### src/rcsp_pkg.sv
// Purpose: shared constants and types of the rate converter and serial ports
// Assumes: one 200 MHz clock, 5 ns period
// Notes: settle counts are in output sample periods
package rcsp_pkg;
    localparam int SAMPLE_W = 24;
    localparam int FIFO_DEPTH = 16;
    localparam logic [1:0] RES_24 = 2'h0;
    localparam logic [1:0] RES_20 = 2'h1;
    localparam logic [1:0] RES_16 = 2'h2;
    localparam logic [1:0] RES_RAW = 2'h3;
    localparam logic [4:0] BITS_24 = 5'h18;
    localparam logic [4:0] BITS_20 = 5'h14;
    localparam logic [4:0] BITS_16 = 5'h10;
    // master bit clock half period in clk cycles, per rate code
    localparam logic [6:0] HALF_RATE0 = 7'h04;
    localparam logic [6:0] HALF_RATE1 = 7'h08;
    localparam logic [6:0] HALF_RATE2 = 7'h10;
    localparam logic [6:0] HALF_RATE3 = 7'h20;
    localparam logic [7:0] RATIO_UNITY = 8'h40;
    localparam logic [7:0] RATIO_MAX = 8'hff;
    localparam logic [7:0] RATIO_TOL = 8'h01;
    localparam logic [5:0] RATIO_WIN_LAST = 6'h3f;
    localparam int SETTLE_CHANGE_FRAMES = 9400;
    localparam int SETTLE_POWERUP_FRAMES = 8300;
    localparam logic [23:0] DITH_TAPS_L = 24'he10000;
    localparam logic [23:0] DITH_TAPS_R = 24'hd80000;
    localparam logic [23:0] DITH_SEED_L = 24'h000001;
    localparam logic [23:0] DITH_SEED_R = 24'h5a5a5a;
    localparam logic [23:0] SAT_POS = 24'h7fffff;

    typedef struct packed {
        logic master;
        logic [1:0] bitclk_rate;
        logic [1:0] resolution;
        logic justify;
        logic first_bit_delay;
        logic bitclk_polarity;
        logic wordclk_polarity;
    } rcsp_port_cfg_s;

    typedef struct packed {
        logic [23:0] left;
        logic [23:0] right;
    } rcsp_stereo_s;

    typedef struct packed {
        logic validity;
        logic user;
        logic chan_status;
    } rcsp_raw_s;
endpackage

### src/rcsp_top.sv
// Purpose: rate converter control with serial audio input and output ports
// Assumes: serial pins are asynchronous and pass two flip-flops first
// Notes: converter core modelled as a sample fifo with ratio tracking
`timescale 1ns/10ps

module rcsp_fifo #(
    parameter int WIDTH = 48,
    parameter int DEPTH = 16
) (
    // clock and reset
    input wire logic clk,
    input wire logic rst_n,
    // fill side
    input wire logic s_valid,
    output logic s_ready,
    input wire logic [WIDTH-1:0] s_data,
    // drain side
    output logic m_valid,
    input wire logic m_ready,
    output logic [WIDTH-1:0] m_data
);
    localparam int AW = $clog2(DEPTH);
    logic [WIDTH-1:0] mem [DEPTH];
    logic [AW:0] wptr;
    logic [AW:0] rptr;

    assign s_ready = (wptr - rptr) != (AW+1)'(DEPTH);
    assign m_valid = wptr != rptr;
    assign m_data = mem[rptr[AW-1:0]];

    always_ff @(posedge clk or negedge rst_n) begin
        if (!rst_n) begin
            wptr <= '0;
            rptr <= '0;
        end else begin
            if (s_valid && s_ready) wptr <= wptr + (AW+1)'(1);
            if (m_valid && m_ready) rptr <= rptr + (AW+1)'(1);
        end
    end

    always_ff @(posedge clk) begin
        if (s_valid && s_ready) mem[wptr[AW-1:0]] <= s_data;
    end
endmodule // rcsp_fifo

module rcsp_top #(
    parameter int SETTLE_CHANGE = rcsp_pkg::SETTLE_CHANGE_FRAMES,
    parameter int SETTLE_POWERUP = rcsp_pkg::SETTLE_POWERUP_FRAMES
) (
    // clock and reset
    input wire logic clk,
    input wire logic rst_n,
    // configuration
    input wire rcsp_pkg::rcsp_port_cfg_s in_cfg,
    input wire rcsp_pkg::rcsp_port_cfg_s out_cfg,
    input wire logic src_from_rx,
    input wire logic dither_off,
    input wire logic out_mute,
    input wire logic out_clk_recovered,
    input wire logic recovery_locked,
    // receiver samples
    input wire logic rx_valid,
    input wire rcsp_pkg::rcsp_stereo_s rx_sample,
    input wire rcsp_pkg::rcsp_raw_s rx_raw_left,
    input wire rcsp_pkg::rcsp_raw_s rx_raw_right,
    input wire logic rx_block_start_pin,
    // serial input port pins
    input wire logic in_bit_clock_i,
    output logic in_bit_clock_o,
    output logic in_bit_clock_oe,
    input wire logic in_word_clock_i,
    output logic in_word_clock_o,
    output logic in_word_clock_oe,
    input wire logic in_data,
    // serial output port pins
    input wire logic out_bit_clock_i,
    output logic out_bit_clock_o,
    output logic out_bit_clock_oe,
    input wire logic out_word_clock_i,
    output logic out_word_clock_o,
    output logic out_word_clock_oe,
    output logic out_data,
    // status
    output logic [7:0] sample_rate_ratio,
    output logic converter_unlock_irq,
    output logic converter_overflow_irq,
    output logic sample_slip_irq,
    output logic in_word_clock_lead
);

    function automatic logic [6:0] half_of(input logic [1:0] r);
        unique case (r)
            2'h0: half_of = rcsp_pkg::HALF_RATE0;
            2'h1: half_of = rcsp_pkg::HALF_RATE1;
            2'h2: half_of = rcsp_pkg::HALF_RATE2;
            2'h3: half_of = rcsp_pkg::HALF_RATE3;
        endcase
    endfunction

    // code 11 is not a word length; treat as 24
    function automatic logic [4:0] res_bits(input logic [1:0] r);
        unique case (r)
            rcsp_pkg::RES_20: res_bits = rcsp_pkg::BITS_20;
            rcsp_pkg::RES_16: res_bits = rcsp_pkg::BITS_16;
            rcsp_pkg::RES_24: res_bits = rcsp_pkg::BITS_24;
            rcsp_pkg::RES_RAW: res_bits = rcsp_pkg::BITS_24;
        endcase
    endfunction

    // low n bits of sr moved to the msb end
    function automatic logic [23:0] align(input logic [23:0] sr, input logic [4:0] n);
        logic [23:0] m;
        m = (n >= rcsp_pkg::BITS_24) ? 24'hffffff : ((24'h1 << n) - 24'h1);
        align = (sr & m) << (rcsp_pkg::BITS_24 - n);
    endfunction

    // dither below the kept lsb, saturate, then truncate
    function automatic logic [23:0] shorten(input logic [23:0] w, input logic [23:0] rnd,
                                            input logic [4:0] n, input logic off);
        logic [23:0] low;
        logic [24:0] s;
        low = (24'h1 << (rcsp_pkg::BITS_24 - n)) - 24'h1;
        s = {w[23], w} + {1'b0, off ? 24'h0 : (rnd & low)};
        if (!w[23] && s[23]) s = {1'b0, rcsp_pkg::SAT_POS};
        shorten = s[23:0] & ~low;
    endfunction

    // per port: synchronisers, master clock divider, edge detection
    rcsp_pkg::rcsp_port_cfg_s cfg [2];
    logic bclk_pin [2];
    logic wclk_pin [2];
    logic gen_b [2];
    logic gen_l [2];
    logic nb [2];
    logic lft [2];
    logic rise [2];
    logic fall [2];
    assign cfg[0] = in_cfg;
    assign cfg[1] = out_cfg;
    assign bclk_pin[0] = in_bit_clock_i;
    assign bclk_pin[1] = out_bit_clock_i;
    assign wclk_pin[0] = in_word_clock_i;
    assign wclk_pin[1] = out_word_clock_i;

    genvar p;
    for (p = 0; p < 2; p++) begin : g_port
        logic [1:0] bsync;
        logic [1:0] wsync;
        logic [6:0] hcnt;
        logic [5:0] bits;
        logic nb_prev;
        always_ff @(posedge clk or negedge rst_n) begin
            if (!rst_n) begin
                bsync <= 2'h0;
                wsync <= 2'h0;
            end else begin
                bsync <= {bsync[0], bclk_pin[p]};
                wsync <= {wsync[0], wclk_pin[p]};
            end
        end
        always_ff @(posedge clk or negedge rst_n) begin
            if (!rst_n) begin
                hcnt <= 7'h0;
                gen_b[p] <= 1'b0;
                bits <= 6'h0;
            end else if (hcnt >= half_of(cfg[p].bitclk_rate) - 7'h1) begin
                hcnt <= 7'h0;
                gen_b[p] <= ~gen_b[p];
                if (gen_b[p]) bits <= bits + 6'h1;
            end else begin
                hcnt <= hcnt + 7'h1;
            end
        end
        assign gen_l[p] = bits[5];
        assign nb[p] = cfg[p].master ? gen_b[p] : (bsync[1] ^ cfg[p].bitclk_polarity);
        assign lft[p] = cfg[p].master ? gen_l[p] : (wsync[1] ^ cfg[p].wordclk_polarity);
        always_ff @(posedge clk or negedge rst_n) begin
            if (!rst_n) nb_prev <= 1'b0;
            else nb_prev <= nb[p];
        end
        assign rise[p] = nb[p] & ~nb_prev;
        assign fall[p] = ~nb[p] & nb_prev;
    end

    // pins show the normalised clocks with the chosen polarity
    assign in_bit_clock_o = gen_b[0] ^ in_cfg.bitclk_polarity;
    assign in_word_clock_o = gen_l[0] ^ in_cfg.wordclk_polarity;
    assign in_bit_clock_oe = in_cfg.master;
    assign in_word_clock_oe = in_cfg.master;
    assign out_bit_clock_o = gen_b[1] ^ out_cfg.bitclk_polarity;
    assign out_word_clock_o = gen_l[1] ^ out_cfg.wordclk_polarity;
    assign out_bit_clock_oe = out_cfg.master;
    assign out_word_clock_oe = out_cfg.master;

    // serial input deserialiser
    logic [1:0] dsync;
    logic [23:0] isr;
    logic [4:0] icnt;
    logic [4:0] in_n;
    logic [4:0] in_res;
    logic il_prev;
    logic [23:0] il_word;
    logic [23:0] word_done;
    rcsp_pkg::rcsp_stereo_s in_pair;
    logic in_pair_valid;

    assign in_res = res_bits(in_cfg.resolution);
    assign in_n = (in_cfg.justify && in_res < icnt) ? in_res : icnt;
    assign word_done = align(isr, in_n);

    always_ff @(posedge clk or negedge rst_n) begin
        if (!rst_n) dsync <= 2'h0;
        else dsync <= {dsync[0], in_data};
    end

    always_ff @(posedge clk or negedge rst_n) begin
        if (!rst_n) begin
            isr <= 24'h0;
            icnt <= 5'h0;
            il_prev <= 1'b0;
            il_word <= 24'h0;
            in_pair <= '0;
            in_pair_valid <= 1'b0;
            in_word_clock_lead <= 1'b0;
        end else begin
            in_pair_valid <= 1'b0;
            in_word_clock_lead <= 1'b0;
            if (rise[0]) begin
                il_prev <= lft[0];
                if (lft[0] != il_prev) begin
                    in_word_clock_lead <= lft[0];
                    if (il_prev) begin
                        il_word <= word_done;
                    end else begin
                        in_pair <= {il_word, word_done};
                        in_pair_valid <= 1'b1;
                    end
                    if (in_cfg.first_bit_delay) begin
                        isr <= 24'h0;
                        icnt <= 5'h0;
                    end else begin
                        isr <= {23'h0, dsync[1]};
                        icnt <= 5'h1;
                    end
                end else if (in_cfg.justify || icnt < rcsp_pkg::BITS_24) begin
                    isr <= {isr[22:0], dsync[1]};
                    if (icnt < rcsp_pkg::BITS_24) icnt <= icnt + 5'h1;
                end
            end
        end
    end

    // sample buffer between the two rate domains
    logic fifo_in_valid;
    logic fifo_s_ready;
    logic fifo_m_valid;
    logic overflow_now;
    logic frame_start;
    logic ophase_start;
    rcsp_pkg::rcsp_stereo_s fifo_in;
    rcsp_pkg::rcsp_stereo_s fifo_out;

    assign fifo_in_valid = src_from_rx ? rx_valid : in_pair_valid;
    assign fifo_in = src_from_rx ? rx_sample : in_pair;
    assign overflow_now = fifo_in_valid & ~fifo_s_ready;

    rcsp_fifo #(
        .WIDTH($bits(rcsp_pkg::rcsp_stereo_s)),
        .DEPTH(rcsp_pkg::FIFO_DEPTH)
    ) u_fifo (
        .clk(clk),
        .rst_n(rst_n),
        .s_valid(fifo_in_valid),
        .s_ready(fifo_s_ready),
        .s_data(fifo_in),
        .m_valid(fifo_m_valid),
        .m_ready(frame_start),
        .m_data(fifo_out)
    );

    // output length and independent dither per channel
    logic [23:0] lfsr [2];
    logic [23:0] dith [2];
    logic [4:0] n_out;
    assign n_out = res_bits(out_cfg.resolution);

    genvar c;
    for (c = 0; c < 2; c++) begin : g_dith
        always_ff @(posedge clk or negedge rst_n) begin
            if (!rst_n) lfsr[c] <= (c == 0) ? rcsp_pkg::DITH_SEED_L : rcsp_pkg::DITH_SEED_R;
            else if (lfsr[c][0]) lfsr[c] <= (lfsr[c] >> 1) ^
                ((c == 0) ? rcsp_pkg::DITH_TAPS_L : rcsp_pkg::DITH_TAPS_R);
            else lfsr[c] <= lfsr[c] >> 1;
        end
        assign dith[c] = shorten((c == 0) ? fifo_out.left : fifo_out.right,
                                 lfsr[c], n_out, dither_off);
    end

    // serial output serialiser
    rcsp_pkg::rcsp_stereo_s cur;
    logic ol_prev;
    logic [31:0] osr;
    logic [31:0] w_sel;
    logic [23:0] ch_word;
    rcsp_pkg::rcsp_raw_s ch_raw;

    assign ophase_start = fall[1] & (lft[1] != ol_prev);
    assign frame_start = ophase_start & lft[1];
    assign ch_word = lft[1] ? (fifo_m_valid ? dith[0] : cur.left) : cur.right;
    assign ch_raw = lft[1] ? rx_raw_left : rx_raw_right;

    always_comb begin
        w_sel = 32'h0;
        if (out_cfg.resolution == rcsp_pkg::RES_RAW) begin
            if (out_clk_recovered) w_sel = {ch_word, ch_raw, rx_block_start_pin, 4'h0};
        end else if (out_cfg.justify) begin
            w_sel = {8'h0, ch_word} >> (rcsp_pkg::BITS_24 - n_out);
        end else begin
            w_sel = {ch_word, 8'h0};
        end
        if (out_cfg.first_bit_delay) w_sel = w_sel >> 1;
        if (out_mute) w_sel = 32'h0;
    end

    always_ff @(posedge clk or negedge rst_n) begin
        if (!rst_n) begin
            cur <= '0;
            ol_prev <= 1'b0;
            osr <= 32'h0;
            out_data <= 1'b0;
        end else begin
            if (frame_start && fifo_m_valid) cur <= {dith[0], dith[1]};
            if (fall[1]) ol_prev <= lft[1];
            if (ophase_start) begin
                out_data <= w_sel[31];
                osr <= {w_sel[30:0], 1'b0};
            end else if (fall[1]) begin
                out_data <= ~out_mute & osr[31];
                osr <= {osr[30:0], 1'b0};
            end else if (out_mute) begin
                out_data <= 1'b0;
            end
        end
    end

    always_ff @(posedge clk or negedge rst_n) begin
        if (!rst_n) begin
            converter_overflow_irq <= 1'b0;
            sample_slip_irq <= 1'b0;
        end else begin
            converter_overflow_irq <= overflow_now;
            sample_slip_irq <= ~out_cfg.master &
                ((frame_start & ~fifo_m_valid) | overflow_now);
        end
    end

    // ratio measurement over 64 output frames and settling
    logic [7:0] in_cnt;
    logic [5:0] ofr;
    logic [13:0] settle;
    logic ratio_wrap;
    logic ratio_change;

    assign ratio_wrap = frame_start & (ofr == rcsp_pkg::RATIO_WIN_LAST);
    assign ratio_change =
        ({1'b0, in_cnt} > {1'b0, sample_rate_ratio} + {1'b0, rcsp_pkg::RATIO_TOL}) ||
        ({1'b0, sample_rate_ratio} > {1'b0, in_cnt} + {1'b0, rcsp_pkg::RATIO_TOL});

    always_ff @(posedge clk or negedge rst_n) begin
        if (!rst_n) begin
            ofr <= 6'h0;
            in_cnt <= 8'h0;
            sample_rate_ratio <= rcsp_pkg::RATIO_UNITY;
        end else begin
            if (frame_start) ofr <= ofr + 6'h1;
            if (ratio_wrap) begin
                in_cnt <= {7'h0, fifo_in_valid};
                sample_rate_ratio <= in_cnt;
            end else if (fifo_in_valid && in_cnt != rcsp_pkg::RATIO_MAX) begin
                in_cnt <= in_cnt + 8'h1;
            end
        end
    end

    always_ff @(posedge clk or negedge rst_n) begin
        if (!rst_n) begin
            settle <= 14'(SETTLE_POWERUP);
            converter_unlock_irq <= 1'b1;
        end else begin
            if (!recovery_locked) settle <= 14'(SETTLE_POWERUP);
            else if (ratio_wrap && ratio_change) settle <= 14'(SETTLE_CHANGE);
            else if (frame_start && settle != 14'h0) settle <= settle - 14'h1;
            converter_unlock_irq <= (settle != 14'h0) | ~recovery_locked;
        end
    end
endmodule // rcsp_top

### config.mk
export PLATFORM = sky130hd
export DESIGN_NAME = rcsp_top
export DESIGN_NICKNAME = d
export VERILOG_FILES = /design/src/rcsp_pkg.sv /design/src/rcsp_top.sv
export SDC_FILE = /design/constraint.sdc
export NUM_CORES = 2
export LEC_CHECK = 0
export ABC_AREA = 1
export CORE_ASPECT_RATIO = 0.5
export CORE_UTILIZATION = 64
export CTS_CLUSTER_DIAMETER = 150
export CTS_CLUSTER_SIZE = 25
export DETAILED_ROUTE_END_ITERATION = 7
export DONT_BUFFER_PORTS = 1
export PLACE_DENSITY = 0.81
export SYNTH_ARGS = -nofsm -noshare
export SYNTH_HDL_FRONTEND = slang
export SYNTH_SLANG_ARGS = --single-unit
### constraint.sdc
create_clock -name clk -period 6.2 [get_ports clk]
set_input_delay 1.86 -clock clk [delete_from_list [all_inputs] [get_ports clk]]
set_output_delay 1.86 -clock clk [all_outputs]
set_load 0.02 [all_outputs]
==> impl_metrics.ini <==
[floorplan]
start_util_pct = 64.8
core_um2 = 77500
dieArea_um2 = 79700
fp.dieW_um = 398
die_h_um = 200
pin_count = 107
num_rows = 72

[cts]
cts_max_path_buffers = 3
h-tree-depth = 2
clkSinkCount = 1089
cts_setup_buffers = 0
clkLatencyLatePin_ns = 0.68
ctsRootBufferMaster = clkbuf_16
ctsResizeCount = 0
clk_pin_slew_ns = 0.11
cts_tree = done
ctsHoldBuffers = 0
cts_buffers = 49

[route]
num_vias = 37834
drc = 0
viasPerCell = 6.35
wire_per_inst_um = 22.3
routed_wl_um = 133000
detail-route-antenna-nets = 0
first_iter_violations = 5312
dr.pass1.iters = 6

[yosys]
ys.flop_type = edfxtp_1
syn_area_um2 = 50200
async_flop_share_pct = 29.5
synth_warnings = 0
synth.distinct_cells = 64
ys_ff_latch = 1089
ys_seq_area_share_pct = 62.0
syn_inst = 4995
synth-edff-count = 768
syn_area_per_cell_um2 = 10.1

[placement]
place_inst = 5866
gp_congestion = 0.992
io_buffers = 0
dp_hpwl_um = 83400

[worst_setup_path]
reg2regPathDepth = 22
start_kind = flip-flop
cp.required_ns = 6.80
critical_path_class = reg -> reg
reg2reg_from = u_fifo.rptr[0]
r2r_end = cur[10]
reg2reg_slack_ns = 0.59
crit_fanout = 61
end_kind = flip-flop
startpoint = u_fifo.rptr[0]
arrival_ns = 6.21

[min_path]
hp-class = reg -> reg
min_to = dsync[1]
min_path_cells = 0
worstHoldStart = dsync[0]

[finish]
final_cell_mix = nand2_1, edfxtp_1, nor2_1
final_cells = 5960
layout_commonest_cell = nand2_1
area_growth_pct = 5.61
final_layout_size_suffix_gt1_share_pct = 6.10
fin_nets = 5067

[sta]
fin_crit_sh_pct = 90.4
fin_setup_tns_ns = 0
finalMaxSlewViolations = 0
rsz0062_at_grt = false
hold-worst-slack_ns = 0.356
skew_ns = 0.0334
final_hold_viol_count = 0
tightest_slew_ns = 1.49
min_period_ns = 5.61
slew_headroom_pct = 0.301
max_freq_ghz = 0.178
setup_viol_count_final = 0

[global_routing]
grt_antenna_before_repair = 12
grt_start_max_net_pins = 322
grt_pass1_wl_um = 202000
grt.total_usage_pct = 33.2
grt_pass1_vias = 35221
grt-ovfl-total = 0

[pwr]
leakagePower_uw = 0.0208
ir_worst_vdd_mv = 0.289
cellPowerDensity_nw_per_um2 = 453

[run]
cap_violations = 1

[run_status]
violations = max-capacitance violations
status = finished, violations left
power by group:
part           internal, uW  switching, uW  leakage, uW
Clock                  1540           2250     0.000683
Sequential             8920            504       0.0111
Combinational          3130           7670      0.00899
Total                 13600          10400       0.0208
registers in the layout, indices dropped and copies added, names as in the netlist, 12 cells and up:
register     cells
osr             31
u_fifo.mem     768
lfsr            48
settle          14
g_port.bits     12
isr             24
in_pair         48
cur             48
g_port.hcnt     14
il_word         24
layout make-up:
type | count | area [um^2]
Antenna cell | 2 | 5.00
Multi-Input combinational cell | 3365 | 17100
Tap cell | 1036 | 1300
Inverter | 262 | 993
Fill cell | 5598 | 24400
Timing Repair Buffer | 114 | 1020
Clock buffer | 88 | 1370
Clock inverter | 4 | 75.1
Sequential cell | 1089 | 31100
synth_stat cells (all sizes together) (27+ instances only):
| cell | instances | area [um^2] |
|---|---|---|
| edfxtp | 768 | 23100 |
| clkbuf | 231 | 867 |
| nor2 | 600 | 2290 |
| nand3 | 518 | 2620 |
| or2 | 46 | 288 |
| o22ai | 113 | 707 |
| nand2 | 943 | 3560 |
| o21ai | 568 | 2850 |
| xor2 | 72 | 638 |
| o221ai | 76 | 666 |
| nand4 | 27 | 169 |
| buf | 49 | 262 |
| xnor2 | 36 | 315 |
| inv | 252 | 946 |
| ha | 98 | 1230 |
| a21oi | 141 | 709 |
| o211ai | 32 | 240 |
| dfrtp | 301 | 7530 |
how the worst max path moves through the flow:
stage,end
5_1_grt,cur[3]
6_report,cur[10]
3_5_place_dp,cur[15]
2_1_floorplan,osr[14]
4_1_cts,cur[15]
3_3_place_gp,osr[5]
layer usage:
layer,wire [um],up-vias,share of wire (%),global-route usage [%]
li1,-,17143,-,-
met1,52400,18135,39,46.9
met2,60400,2194,45,52.0
met3,15700,348,12,6.76
met4,4460,14,3.4,11.4
met5,93,-,0.070,0
kinds of logic after synthesis:
| logic type | after synthesis | synth area share (%) |
|---|---|---|
| AO/OA/AOI/OAI | 984 | 11.2 |
| XOR/XNOR | 108 | 1.90 |
| adder cells (fa/ha/maj) | 100 | 2.52 |
| buffers and inverters | 542 | 4.21 |
| flip-flops | 1089 | 62.0 |
| multiplexers | 2 | 0.0448 |
| other | 1 | 0.00747 |
| AND/OR/NAND/NOR | 2169 | 18.2 |
critical path: stages (launching register included):
cell      delay (ns)
dfrtp_4         0.96
inv_8           0.24
buf_12          0.28
o21ai_0         0.19
o22ai_1         0.13
o211ai_1        0.23
nand3_1         0.42
ha_1            0.45
nand3_1         0.08
nand2_1         0.08
a21oi_1         0.21
o21ai_1         0.13
a21boi_1        0.25
o21ai_2         0.11
a21oi_1         0.22
o21ai_1         0.13
a21boi_1        0.26
o21ai_1         0.12
xor2_1          0.23
nand3_2         0.40
nand2_1         0.18
nand2_1         0.07
nand2_1         0.08
per-stage QoR:
stage | worst slack [ns] | total power [uW] | instance area, um^2 | util (%)
finish | 0.592 | 24000 | 53000 | 68.5
global route | 0.234 | 25300 | 53000 | 68.4
CTS | 0.711 | 23800 | 53000 | 68.4
detailed placement | 0.222 | 20000 | 51600 | 66.6
global placement | 0.334 | 19700 | 51600 | 66.6
floorplan | 0.782 | 16600 | 50200 | -
Power figures use the tool's default switching activity.
